===== config.mk =====
export PLATFORM = sky130hd
export DESIGN_NAME = irq_timebase
export DESIGN_NICKNAME = d
export VERILOG_FILES = /design/src/rtl/irq_pkg.sv /design/src/rtl/irq_timebase.sv
export SDC_FILE = /design/constraint.sdc
export NUM_CORES = 1
export LEC_CHECK = 0
export ABC_AREA = 1
export BUFFER_PORTS_ARGS = -buffer_cell sky130_fd_sc_hd__buf_4
export CAP_MARGIN = 20
export CORE_ASPECT_RATIO = 0.5
export CORE_MARGIN = 5
export CORE_UTILIZATION = 51
export DETAILED_ROUTE_END_ITERATION = 10
export GPL_ROUTABILITY_DRIVEN = 0
export PLACE_DENSITY = 0.8
export SLEW_MARGIN = 10
export SYNTH_ARGS = -nofsm -noshare
export SYNTH_HDL_FRONTEND = slang
export SYNTH_SLANG_ARGS = --single-unit
export TNS_END_PERCENT = 1

===== constraint.sdc =====
create_clock -name ref_clk_i -period 2.2 [get_ports ref_clk_i]
set_input_delay 0.11 -clock ref_clk_i [delete_from_list [all_inputs] [get_ports ref_clk_i]]
set_output_delay 0.11 -clock ref_clk_i [all_outputs]
set_load 0.005 [all_outputs]

===== src/rtl/irq_pkg.sv =====
// constants for the interrupt request and time-base block
package irq_pkg;
	// register offsets on the plain register port
	localparam logic [3:0] OFS_TICK_CTRL = 4'h0;
	localparam logic [3:0] OFS_ENABLES = 4'h1;
	localparam logic [3:0] OFS_FLAGS = 4'h2;
	localparam logic [3:0] OFS_GROUP = 4'h3;
	localparam logic [3:0] OFS_TIMER_EN = 4'h4;
	localparam logic [3:0] OFS_TIMER_FLAGS = 4'h5;
	localparam logic [3:0] OFS_STATUS = 4'h6;
	// time-base control fields and reset value
	localparam int TB_ON_BIT = 7;
	localparam int TB_CK_BIT = 6;
	localparam int TB1_LSB = 4;
	localparam int TB_LP_BIT = 3;
	localparam int TB0_LSB = 0;
	localparam logic [7:0] TICK_CTRL_RST = 8'h37;
	localparam int TB1_BASE_EXP = 12;
	localparam int TB0_BASE_EXP = 8;
	localparam int TB_DIV_BITS = 16;
	localparam int SYS_DIV = 4;
	// enable and flag bit positions, which also give vector order
	localparam int SRC_ADC = 0;
	localparam int SRC_TB0 = 1;
	localparam int SRC_TB1 = 2;
	localparam int SRC_SIM = 3;
	localparam int SRC_UART = 4;
	localparam int SRC_MF0 = 5;
	localparam int SRC_MF1 = 6;
	localparam int SRC_MF2 = 7;
	localparam int NUM_SRC = 8;
	// group register: eeprom and low-supply flags/enables
	localparam int GRP_EE_F = 0;
	localparam int GRP_LV_F = 1;
	localparam int GRP_EE_E = 2;
	localparam int GRP_LV_E = 3;
	// vector addresses, lowest first
	localparam logic [11:0] VEC_BASE = 12'h0004;
	localparam logic [11:0] VEC_STEP = 12'h0004;
endpackage


===== src/rtl/irq_timebase.sv =====
// interrupt request flags, vectoring, time-base dividers and wake-up
//
// The plain strobed port and the address map were chosen for this implementation.
`timescale 1ns/10ps
`default_nettype none
module irq_timebase #(
	parameter int NUM_TM = 2
)(
	input wire logic ref_clk_i,
	input wire logic rst_i,
	input wire logic [3:0] reg_addr_i,
	input wire logic [7:0] reg_wdata_i,
	input wire logic reg_wr_i,
	input wire logic reg_rd_i,
	output logic [7:0] reg_rdata_o,
	input wire logic dedicated_tick_clock_i,
	input wire logic conv_done_i,
	input wire logic serial_event_i,
	input wire logic [5:0] uart_event_i,
	input wire logic eeprom_write_end_i,
	input wire logic low_supply_detector_i,
	input wire logic [NUM_TM-1:0] timer_match_a_i,
	input wire logic [NUM_TM-1:0] timer_match_p_i,
	input wire logic stack_full_i,
	input wire logic take_ready_i,
	input wire logic reti_i,
	output logic take_o,
	output logic push_pc_o,
	output logic [11:0] vector_o,
	output logic wake_o,
	output logic slow_crystal_low_power_o
);
	initial
		if (NUM_TM < 1 || NUM_TM > 4)
			$error("NUM_TM must be 1 to 4");

	logic [7:0] tick_ctrl_r;
	logic [7:0] enable_r;
	logic [7:0] flag_r;
	logic [3:0] group_r;
	logic [2*NUM_TM-1:0] tm_en_r;
	logic [2*NUM_TM-1:0] tm_flag_r;
	logic global_irq_enable_r;
	logic [7:0] flag_prev_r;
	logic [1:0] tick_sync_r;
	logic tick_clk_prev_r;
	logic [1:0] sys_div_r;
	logic [irq_pkg::TB_DIV_BITS-1:0] div_r;
	logic [irq_pkg::TB_DIV_BITS-1:0] div_nxt;
	logic tick_en;
	logic tick0_ovf;
	logic tick1_ovf;
	logic [7:0] pending;
	logic [7:0] grant;
	logic [2:0] grant_idx;
	logic take_now;
	logic [2*NUM_TM-1:0] tm_set;
	logic [2:0] grp_hit;
	logic [7:0] src_set;
	logic wr_tick, wr_en, wr_flag, wr_grp, wr_tmen, wr_tmf;

	assign wr_tick = reg_wr_i && reg_addr_i == irq_pkg::OFS_TICK_CTRL;
	assign wr_en = reg_wr_i && reg_addr_i == irq_pkg::OFS_ENABLES;
	assign wr_flag = reg_wr_i && reg_addr_i == irq_pkg::OFS_FLAGS;
	assign wr_grp = reg_wr_i && reg_addr_i == irq_pkg::OFS_GROUP;
	assign wr_tmen = reg_wr_i && reg_addr_i == irq_pkg::OFS_TIMER_EN;
	assign wr_tmf = reg_wr_i && reg_addr_i == irq_pkg::OFS_TIMER_FLAGS;

	// time-base control register
	always_ff @(posedge ref_clk_i)
	begin
		if (rst_i)
			tick_ctrl_r <= irq_pkg::TICK_CTRL_RST;
		else if (wr_tick)
			tick_ctrl_r <= reg_wdata_i;
	end

	// dedicated tick clock is synchronised then edge-detected
	always_ff @(posedge ref_clk_i)
	begin
		if (rst_i)
		begin
			tick_sync_r <= 2'b00;
			tick_clk_prev_r <= 1'b0;
			sys_div_r <= 2'b00;
		end
		else
		begin
			tick_sync_r <= {tick_sync_r[0], dedicated_tick_clock_i};
			tick_clk_prev_r <= tick_sync_r[1];
			sys_div_r <= sys_div_r + 2'd1;
		end
	end

	// one tick per tick-clock period from the selected source
	always_comb
	begin
		if (tick_ctrl_r[irq_pkg::TB_CK_BIT])
			tick_en = sys_div_r == 2'(irq_pkg::SYS_DIV - 1);
		else
			tick_en = tick_sync_r[1] && !tick_clk_prev_r;
	end

	// shared divider, held clear while off
	always_ff @(posedge ref_clk_i)
	begin
		if (rst_i || !tick_ctrl_r[irq_pkg::TB_ON_BIT])
			div_r <= '0;
		else if (tick_en)
			div_r <= div_nxt;
	end
	assign div_nxt = div_r + 1'b1;

	// overflow where the low bits of the chosen length wrap: top bit falls
	always_comb
	begin
		tick0_ovf = 1'b0;
		tick1_ovf = 1'b0;
		if (tick_en && tick_ctrl_r[irq_pkg::TB_ON_BIT])
		begin
			tick0_ovf = div_r[irq_pkg::TB0_BASE_EXP - 1 + int'(tick_ctrl_r[2:0])]
				&& !div_nxt[irq_pkg::TB0_BASE_EXP - 1 + int'(tick_ctrl_r[2:0])];
			tick1_ovf = div_r[irq_pkg::TB1_BASE_EXP - 1 + int'(tick_ctrl_r[5:4])]
				&& !div_nxt[irq_pkg::TB1_BASE_EXP - 1 + int'(tick_ctrl_r[5:4])];
		end
	end

	// slow crystal start mode bit goes out through one register stage
	always_ff @(posedge ref_clk_i)
	begin
		if (rst_i)
			slow_crystal_low_power_o <= 1'b0;
		else
			slow_crystal_low_power_o <= tick_ctrl_r[irq_pkg::TB_LP_BIT];
	end

	// source and group enables
	always_ff @(posedge ref_clk_i)
	begin
		if (rst_i)
			enable_r <= 8'h00;
		else if (wr_en)
			enable_r <= reg_wdata_i;
	end

	// timer match flags and enables, per compare pair
	for (genvar t = 0; t < NUM_TM; t++)
	begin : g_tm
		assign tm_set[2*t] = timer_match_a_i[t];
		assign tm_set[2*t+1] = timer_match_p_i[t];
	end

	always_ff @(posedge ref_clk_i)
	begin
		if (rst_i)
		begin
			tm_en_r <= '0;
			tm_flag_r <= '0;
		end
		else
		begin
			if (wr_tmen)
				tm_en_r <= reg_wdata_i[2*NUM_TM-1:0];
			// set wins over software clear; never auto-cleared
			tm_flag_r <= (wr_tmf ? reg_wdata_i[2*NUM_TM-1:0] : tm_flag_r) | tm_set;
		end
	end

	// eeprom and low-supply flags, cleared only by software
	always_ff @(posedge ref_clk_i)
	begin
		if (rst_i)
			group_r <= 4'h0;
		else
		begin
			group_r <= wr_grp ? reg_wdata_i[3:0] : group_r;
			if (eeprom_write_end_i)
				group_r[irq_pkg::GRP_EE_F] <= 1'b1;
			if (low_supply_detector_i)
				group_r[irq_pkg::GRP_LV_F] <= 1'b1;
		end
	end

	// group hits: a newly set enclosed flag, gated by its own enable
	assign grp_hit[0] = |(tm_set & tm_en_r);
	assign grp_hit[1] = eeprom_write_end_i && group_r[irq_pkg::GRP_EE_E];
	assign grp_hit[2] = low_supply_detector_i && group_r[irq_pkg::GRP_LV_E];

	// hardware set sources for the vectored flags
	always_comb
	begin
		src_set = 8'h00;
		src_set[irq_pkg::SRC_ADC] = conv_done_i;
		src_set[irq_pkg::SRC_TB0] = tick0_ovf;
		src_set[irq_pkg::SRC_TB1] = tick1_ovf;
		src_set[irq_pkg::SRC_SIM] = serial_event_i;
		src_set[irq_pkg::SRC_UART] = |uart_event_i;
		src_set[irq_pkg::SRC_MF0] = grp_hit[0];
		src_set[irq_pkg::SRC_MF1] = grp_hit[1];
		src_set[irq_pkg::SRC_MF2] = grp_hit[2];
	end

	// arbitration: lowest index first
	assign pending = flag_r & enable_r & {8{global_irq_enable_r && !stack_full_i}};
	assign grant = pending & (~pending + 8'd1);
	assign take_now = |grant && take_ready_i && !take_o;
	always_comb
	begin
		grant_idx = 3'd0;
		for (int i = irq_pkg::NUM_SRC - 1; i >= 0; i--)
			if (grant[i])
				grant_idx = 3'(i);
	end

	// request flags: hardware set wins, taking clears the granted one
	always_ff @(posedge ref_clk_i)
	begin
		if (rst_i)
			flag_r <= 8'h00;
		else
			flag_r <= ((wr_flag ? reg_wdata_i : flag_r) & ~(take_now ? grant : 8'h00)) | src_set;
	end

	// global enable: cleared on take, set by return-from-interrupt or software
	always_ff @(posedge ref_clk_i)
	begin
		if (rst_i)
			global_irq_enable_r <= 1'b0;
		else if (take_now)
			global_irq_enable_r <= 1'b0;
		else if (reti_i)
			global_irq_enable_r <= 1'b1;
		else if (reg_wr_i && reg_addr_i == irq_pkg::OFS_STATUS)
			global_irq_enable_r <= reg_wdata_i[0];
	end

	// push and vector to the core's sequencer
	always_ff @(posedge ref_clk_i)
	begin
		if (rst_i)
		begin
			take_o <= 1'b0;
			push_pc_o <= 1'b0;
			vector_o <= 12'h000;
		end
		else
		begin
			take_o <= take_now;
			push_pc_o <= take_now;
			if (take_now)
				vector_o <= irq_pkg::VEC_BASE + irq_pkg::VEC_STEP * 12'(grant_idx);
		end
	end

	// wake on any request flag rising, source enables ignored
	always_ff @(posedge ref_clk_i)
	begin
		if (rst_i)
		begin
			flag_prev_r <= 8'h00;
			wake_o <= 1'b0;
		end
		else
		begin
			flag_prev_r <= flag_r;
			wake_o <= |(flag_r & ~flag_prev_r);
		end
	end

	// register read port, data one cycle after the strobe
	always_ff @(posedge ref_clk_i)
	begin
		if (rst_i)
			reg_rdata_o <= 8'h00;
		else if (reg_rd_i)
		begin
			case (reg_addr_i)
				irq_pkg::OFS_TICK_CTRL: reg_rdata_o <= tick_ctrl_r;
				irq_pkg::OFS_ENABLES: reg_rdata_o <= enable_r;
				irq_pkg::OFS_FLAGS: reg_rdata_o <= flag_r;
				irq_pkg::OFS_GROUP: reg_rdata_o <= {4'h0, group_r};
				irq_pkg::OFS_TIMER_EN: reg_rdata_o <= 8'(tm_en_r);
				irq_pkg::OFS_TIMER_FLAGS: reg_rdata_o <= 8'(tm_flag_r);
				irq_pkg::OFS_STATUS: reg_rdata_o <= {7'h00, global_irq_enable_r};
				default: reg_rdata_o <= 8'h00;
			endcase
		end
		else
			reg_rdata_o <= 8'h00;
	end
endmodule
`default_nettype wire


-- Yosys cells after proc, flatten, opt, wreduce, memory -nomap -nowiden
Cells that the tools add are included.
- register bits after elaboration: 89
- bits of input ports: 34
- output and inout bits: 24
- logic and storage cells: 111
- add/sub/neg operators: 6
- magnitude comparators: 2
- equality and inequality tests: 7
- multiplexer cells: 32
- bitwise operators: 12
- reductions and logical operators: 33
- operators with widths (cell ; number):
    8-bit case mux with 7 select lines ; 1
    8-bit bitwise AND ; 5
    3-bit two-way mux ; 8
    8-bit inverter ; 3
    16-bit by 1-bit adder with 16-bit output, second input constant ; 1
    1-bit binary-select mux with 4-bit select ; 4
    1-bit logical AND ; 16
    8-bit two-way mux ; 2
    8-bit OR reduction ; 2
    1-bit two-way mux ; 15
    4-bit by 3-bit equality test with 1-bit output, second input constant ; 3
    8-bit by 1-bit adder with 8-bit output, second input constant ; 1
    4-bit by 2-bit equality test with 1-bit output, second input constant ; 2
    8-bit bitwise OR ; 1
    3-bit by 5-bit adder with 6-bit output, first input constant ; 1
    1-bit zero test ; 6
    2-bit nonzero test ; 3
    6-bit OR reduction ; 1
    4-bit by 2-bit adder with 5-bit output, first input constant ; 1
    4-bit by 5-bit less-than comparator with 1-bit output, second input constant ; 1
    5-bit less-than comparator, second input constant ; 1
    3-bit by 3-bit adder with 4-bit output, first input constant ; 1
    4-bit bitwise AND ; 1
    4-bit by 1-bit equality test with 1-bit output, second input constant ; 1
    10 further kinds ; 11

-- Depth between registers and ports, before layout
- depth in word-level cells: 15
- gate-level depth with buffers: 13
- gate-level depth less buffers: 13

-- Worst setup path after synthesis
OpenSTA, ideal clock, no wires.
- kind: register to register
- from: register tick_ctrl_r[0]
- to: register flag_r[1]
- setup time: 0.068 ns
- arrival: 1.672 ns
- required time: 2.132 ns
- path slack: 0.460 ns
- stages on the path, launching flop included: 12
- path buffers: 1
- period minus slack after synthesis: 1.740 ns
- cells stage by stage: dfxtp_1 inv_1 buf_2 ha_1 inv_1 a21oi_1 o21ai_0 a21oi_1 nand3_1 nand3_1 nand2_1 a21oi_2
- longest elaborated chain between the ends: 8
- elaborated cells on any way between the ends: 11
- those cells by class: add/sub: 1; mux: 7; bitwise: 1; reduce/logical: 2
- ends and longest elaborated chain (element ; line ; source):
    start, declared ; irq_timebase.sv:37 ; logic [7:0] tick_ctrl_r;
    start signal, assigned ; irq_timebase.sv:73 ; tick_ctrl_r <= irq_pkg::TICK_CTRL_RST;
    start signal, assigned ; irq_timebase.sv:75 ; tick_ctrl_r <= reg_wdata_i;
    3-bit by 3-bit adder with 4-bit output * ; irq_timebase.sv:121, irq_timebase.sv:122 ;
    1-bit binary-select mux with 4-bit select ; irq_timebase.sv:122 ; && !div_nxt[irq_pkg::TB0_BASE_EXP - 1 + int'(tick_ctrl_r[2:0])];
    1-bit two-way mux (not written as such) (2 in series) ; irq_timebase.sv:122 ;
    1-bit zero test ; irq_timebase.sv:122 ;
    1-bit logical AND * ; irq_timebase.sv:122 ;
    1-bit two-way mux * ; irq_timebase.sv:119 ; if (tick_en && tick_ctrl_r[irq_pkg::TB_ON_BIT])
    8-bit bitwise OR * ; irq_timebase.sv:221 ; flag_r <= ((wr_flag ? reg_wdata_i : flag_r) & ~(take_now ? grant : 8'h00)) | src_set;
    end signal, assigned ; irq_timebase.sv:221 ;
    end, declared ; irq_timebase.sv:39 ; logic [7:0] flag_r;
Every way passes the cells marked *; elsewhere a longest branch is shown, timed or not. The select of a mux whose other input is x is not followed.
A chain may end at the register's enable or synchronous reset.

-- Worst setup path after layout
- from: register global_irq_enable_r
- to: register vector_o[4]
- longest elaborated chain between the ends: 14
- elaborated cells on any way between the ends: 17
- those cells by class: add/sub: 2; mux: 8; bitwise: 3; reduce/logical: 4
- ends and longest elaborated chain (element ; line ; source):
    start, declared ; irq_timebase.sv:43 ; logic global_irq_enable_r;
    start signal, assigned ; irq_timebase.sv:234 ; global_irq_enable_r <= reg_wdata_i[0];
    1-bit logical AND * ; irq_timebase.sv:204 ; assign pending = flag_r & enable_r & {8{global_irq_enable_r && !stack_full_i}};
    8-bit bitwise AND * ; irq_timebase.sv:204 ;
    8-bit inverter ; irq_timebase.sv:205 ; assign grant = pending & (~pending + 8'd1);
    8-bit by 1-bit adder with 8-bit output ; irq_timebase.sv:205 ;
    8-bit bitwise AND * ; irq_timebase.sv:205 ;
    3-bit two-way mux (8 in series) ; irq_timebase.sv:211 ; if (grant[i])
    3-bit by 5-bit adder with 6-bit output ; irq_timebase.sv:251 ; vector_o <= irq_pkg::VEC_BASE + irq_pkg::VEC_STEP * 12'(grant_idx);
    end signal, assigned ; irq_timebase.sv:251 ;
    end, declared ; irq_timebase.sv:29 ; output logic [11:0] vector_o,
Every way passes the cells marked *; elsewhere a longest branch is shown, timed or not.

==> impl_metrics.py <==
metrics = {
    "pwr": {
        "leakagePower_nw": 2.288,
        "ir_drop_v": 0.0003806,
        "power_frac_clock": 0.458,
        "power.switching_uw": 796.7,
        "power.share.sequential": 0.463,
        "netSwitchingFraction": 0.2415,
        "power_density_mw_per_mm2": 658.4,
        "p_int_mw": 2.502,
        "combPwrFrac": 0.079,
    },
    "floorplanning": {
        "num_io_pins": 58,
        "die_y_um": 74,
        "core_mm2": 0.008000,
        "rows": 23,
        "dieArea_mm2": 0.01021,
        "die_w_um": 138.0,
        "initial_core_util": 0.5222,
    },
    "critical_path": {
        "arrival_ps": 2110,
        "start_kind": "register",
        "crit_fanout": 7,
        "setup.worst_path.end_class": "register",
        "worstSetupPathType": "register to register",
        "crit_required_ps": 2440,
    },
    "logic_synthesis": {
        "synth-seq-area-share": 0.3881,
        "yosysWarnings": 0,
        "syn_avg_cell_area_um2": 6.986,
        "synth-edff-count": 0,
        "synth_seq_cells": 81,
        "ys.flop_type": "dfxtp_1",
        "syn_inst": 598,
        "synth_area_mm2": 0.004178,
        "synthDistinctLibCells": 41,
        "async_flop_share": 0,
    },
    "cells_and_area": {
        "final_nets": 695,
        "fin_area_mm2": 0.005010,
        "n_antenna_cell": 0,
        "area_growth_pct": 19.92,
        "drive_gt1_frac": 0.1558,
        "n_fill_cell": 739,
        "finalNonFillerCells": 773,
        "final_util": 0.6262,
    },
    "sta": {
        "rsz0062_at_grt": "no",
        "fmax_ghz": 0.5353,
        "final-hold-violation-count": 0,
        "worstMarginPinSlew_ps": 577.3,
        "layout_min_cycle_time_ps": 1868,
        "slew_violations": 0,
        "tns_ps": 0,
        "fin_crit_sh": 0.8492,
        "skew_ps": 7.013,
        "setup_viol": 0,
        "slew_headroom": 0.6140,
    },
    "clocking": {
        "cts_tree": "yes",
        "clkSlewWorstSetupHoldPaths_ps": 60,
        "numCtsBuffers": 9,
        "cts_hold_repair.buffers": 7,
        "cts_buffer_depth": 2,
        "post_cts_buffers": 0,
        "post_cts_resized": 0,
        "cts_root_buffer": "clkbuf_16",
        "htreeDepth": 3,
        "clock_sinks": 81,
        "clk_latency_ps": 340,
    },
    "global_routing": {
        "track_usage": 0.2247,
        "grt_start_max_net_pins": 27,
        "grt_pass1_vias": 3803,
        "grt_pass1_wl_mm": 17.97,
        "overflow": 0,
        "antenna_found_initial": 0,
    },
    "flow_run": {
        "max-cap-violations": 0,
    },
    "placement": {
        "port-buffer-count": 49,
        "placed_area_mm2": 0.004639,
        "place_inst": 750,
        "hpwl_mm": 7.975,
    },
    "status": {
        "status": "finished, final reports clean",
    },
    "detailed_routing": {
        "drc_errors": 0,
        "vias": 4151,
        "drt-vias-per-instance": 5.370,
        "drtAntennaViolNets": 0,
        "totalWireLength_mm": 10.73,
        "first_pass_iters": 8,
        "wl_per_cell_um": 13.88,
        "drt_iter0_drc": 425,
    },
    "min_path": {
        "hold_path.class": "primary input to register",
    },
}
metal layers:
| metal | part of all wire | vias to the layer above | global-route usage |
|---|---|---|---|
| li1 | - | 2079 | - |
| met1 | 0.45 | 1880 | 0.3012 |
| met2 | 0.45 | 171 | 0.3580 |
| met3 | 0.074 | 21 | 0.05270 |
| met4 | 0.023 | 0 | 0.08653 |
| met5 | 0 | - | 0 |
cells in the mapped netlist (6+ instances only):
| library cell | instances | share of area |
|---|---|---|
| o22ai_1 | 13 | 0.019 |
| dfxtp_1 | 81 | 0.39 |
| nor2_1 | 45 | 0.040 |
| buf_4 | 9 | 0.016 |
| o211ai_1 | 8 | 0.014 |
| clkbuf_1 | 8 | 0.0072 |
| nand3_1 | 48 | 0.058 |
| o21ai_0 | 49 | 0.059 |
| nor2_2 | 7 | 0.010 |
| nor3_1 | 9 | 0.011 |
| inv_2 | 6 | 0.0054 |
| nand4_1 | 8 | 0.012 |
| a21oi_1 | 61 | 0.073 |
| inv_1 | 96 | 0.086 |
| nand2_1 | 97 | 0.087 |
final cells by class:
| cell class | instances | area, µm² | area share |
|---|---|---|---|
| sequential | 81 | 1622 | 0.3237 |
| timing repair buffer | 63 | 490.5 | 0.09790 |
| multi-input combinational | 399 | 2074 | 0.4141 |
| clock buffer | 9 | 225.2 | 0.04496 |
| inverter | 102 | 382.9 | 0.07642 |
| tap | 112 | 140.1 | 0.02797 |
| clock inverter | 7 | 75.07 | 0.01499 |
path summary, 6_finish.rpt:
path                        from             end  slack (ps)  depth (start not counted)
max          global_irq_enable_r     vector_o[4]         330                         13
min                  conv_done_i       flag_r[0]          20                          3
max reg2reg  global_irq_enable_r     vector_o[4]         330                         13
min reg2reg       tick_sync_r[0]  tick_sync_r[1]         410                          2
cells in the final DEF (no fill, tap or decap), types with 6 or more instances in the layout:
master,netlist,routed
nand2_1,97,97
inv_1,96,96
dfxtp_1,81,81
a21oi_1,61,61
buf_4,9,56
o21ai_0,49,49
nand3_1,48,48
nor2_1,45,45
o22ai_1,13,13
nor3_1,9,9
clkbuf_16,0,9
o211ai_1,8,8
nand4_1,8,8
conb_1,1,8
nor2_2,7,7
dlygate4sd3_1,0,7
inv_2,6,6
state kept, by name, summed over array words and instances, names as in the netlist:
signal                    count
flag_prev_r                   8
enable_r                      8
wake_o                        1
tm_en_r                       4
global_irq_enable_r           1
slow_crystal_low_power_o      1
tick_clk_prev_r               1
vector_o                      4
reg_rdata_o                   8
sys_div_r                     2
group_r                       4
tick_sync_r                   2
flag_r                        8
push_pc_o                     1
tick_ctrl_r                   8
div_r                        16
tm_flag_r                     4
critical path, cell delays in order, from the launching register on:
cell and delay (ps):
dfxtp_1 330, inv_2 50, nor2_4 100, inv_2 110
nor3_4 200, nor2_4 70, inv_1 100, a21oi_1 50
nor3_1 220, inv_1 80, ha_1 210, xor2_1 160
nand2_1 50, nand2_1 40
through the flow:
stage / hold WS [ps] / worst slack [ps] / power [mW]
2_1_floorplan: 217.0 / 460.5 / 1.705
3_3_place_gp: 316.5 / 412.2 / 1.799
3_5_place_dp: 323.8 / 342.1 / 1.803
4_1_cts: 1.822 / 315.5 / 3.321
5_1_grt: 6.545 / 126.7 / 3.420
6_report: 16.47 / 331.8 / 3.299
logic make-up (layout without fill, tap and decap cells):
group | count (synthesis) | count (layout) | share of synthesized area
adders and majority gates | 5 | 5 | 0.01497
DFF | 81 | 81 | 0.3881
and+or+nand+nor | 235 | 235 | 0.2674
buffers and inverters | 125 | 181 | 0.1216
AOI/OAI and AO/OA | 147 | 147 | 0.1986
other | 1 | 8 | 0.0008976
xor gates and xnor gates | 4 | 4 | 0.008387
power by group through the flow:
stage | combinational, mW | clock (mW) | sequential [mW]
final | 0.260 | 1.51 | 1.53
after global routing | 0.291 | 1.60 | 1.53
after CTS | 0.256 | 1.54 | 1.53
after detailed placement | 0.245 | 0 | 1.56
after global placement | 0.242 | 0 | 1.56
after floorplan | 0.151 | 0 | 1.55
(Power assumes the default switching activity.)
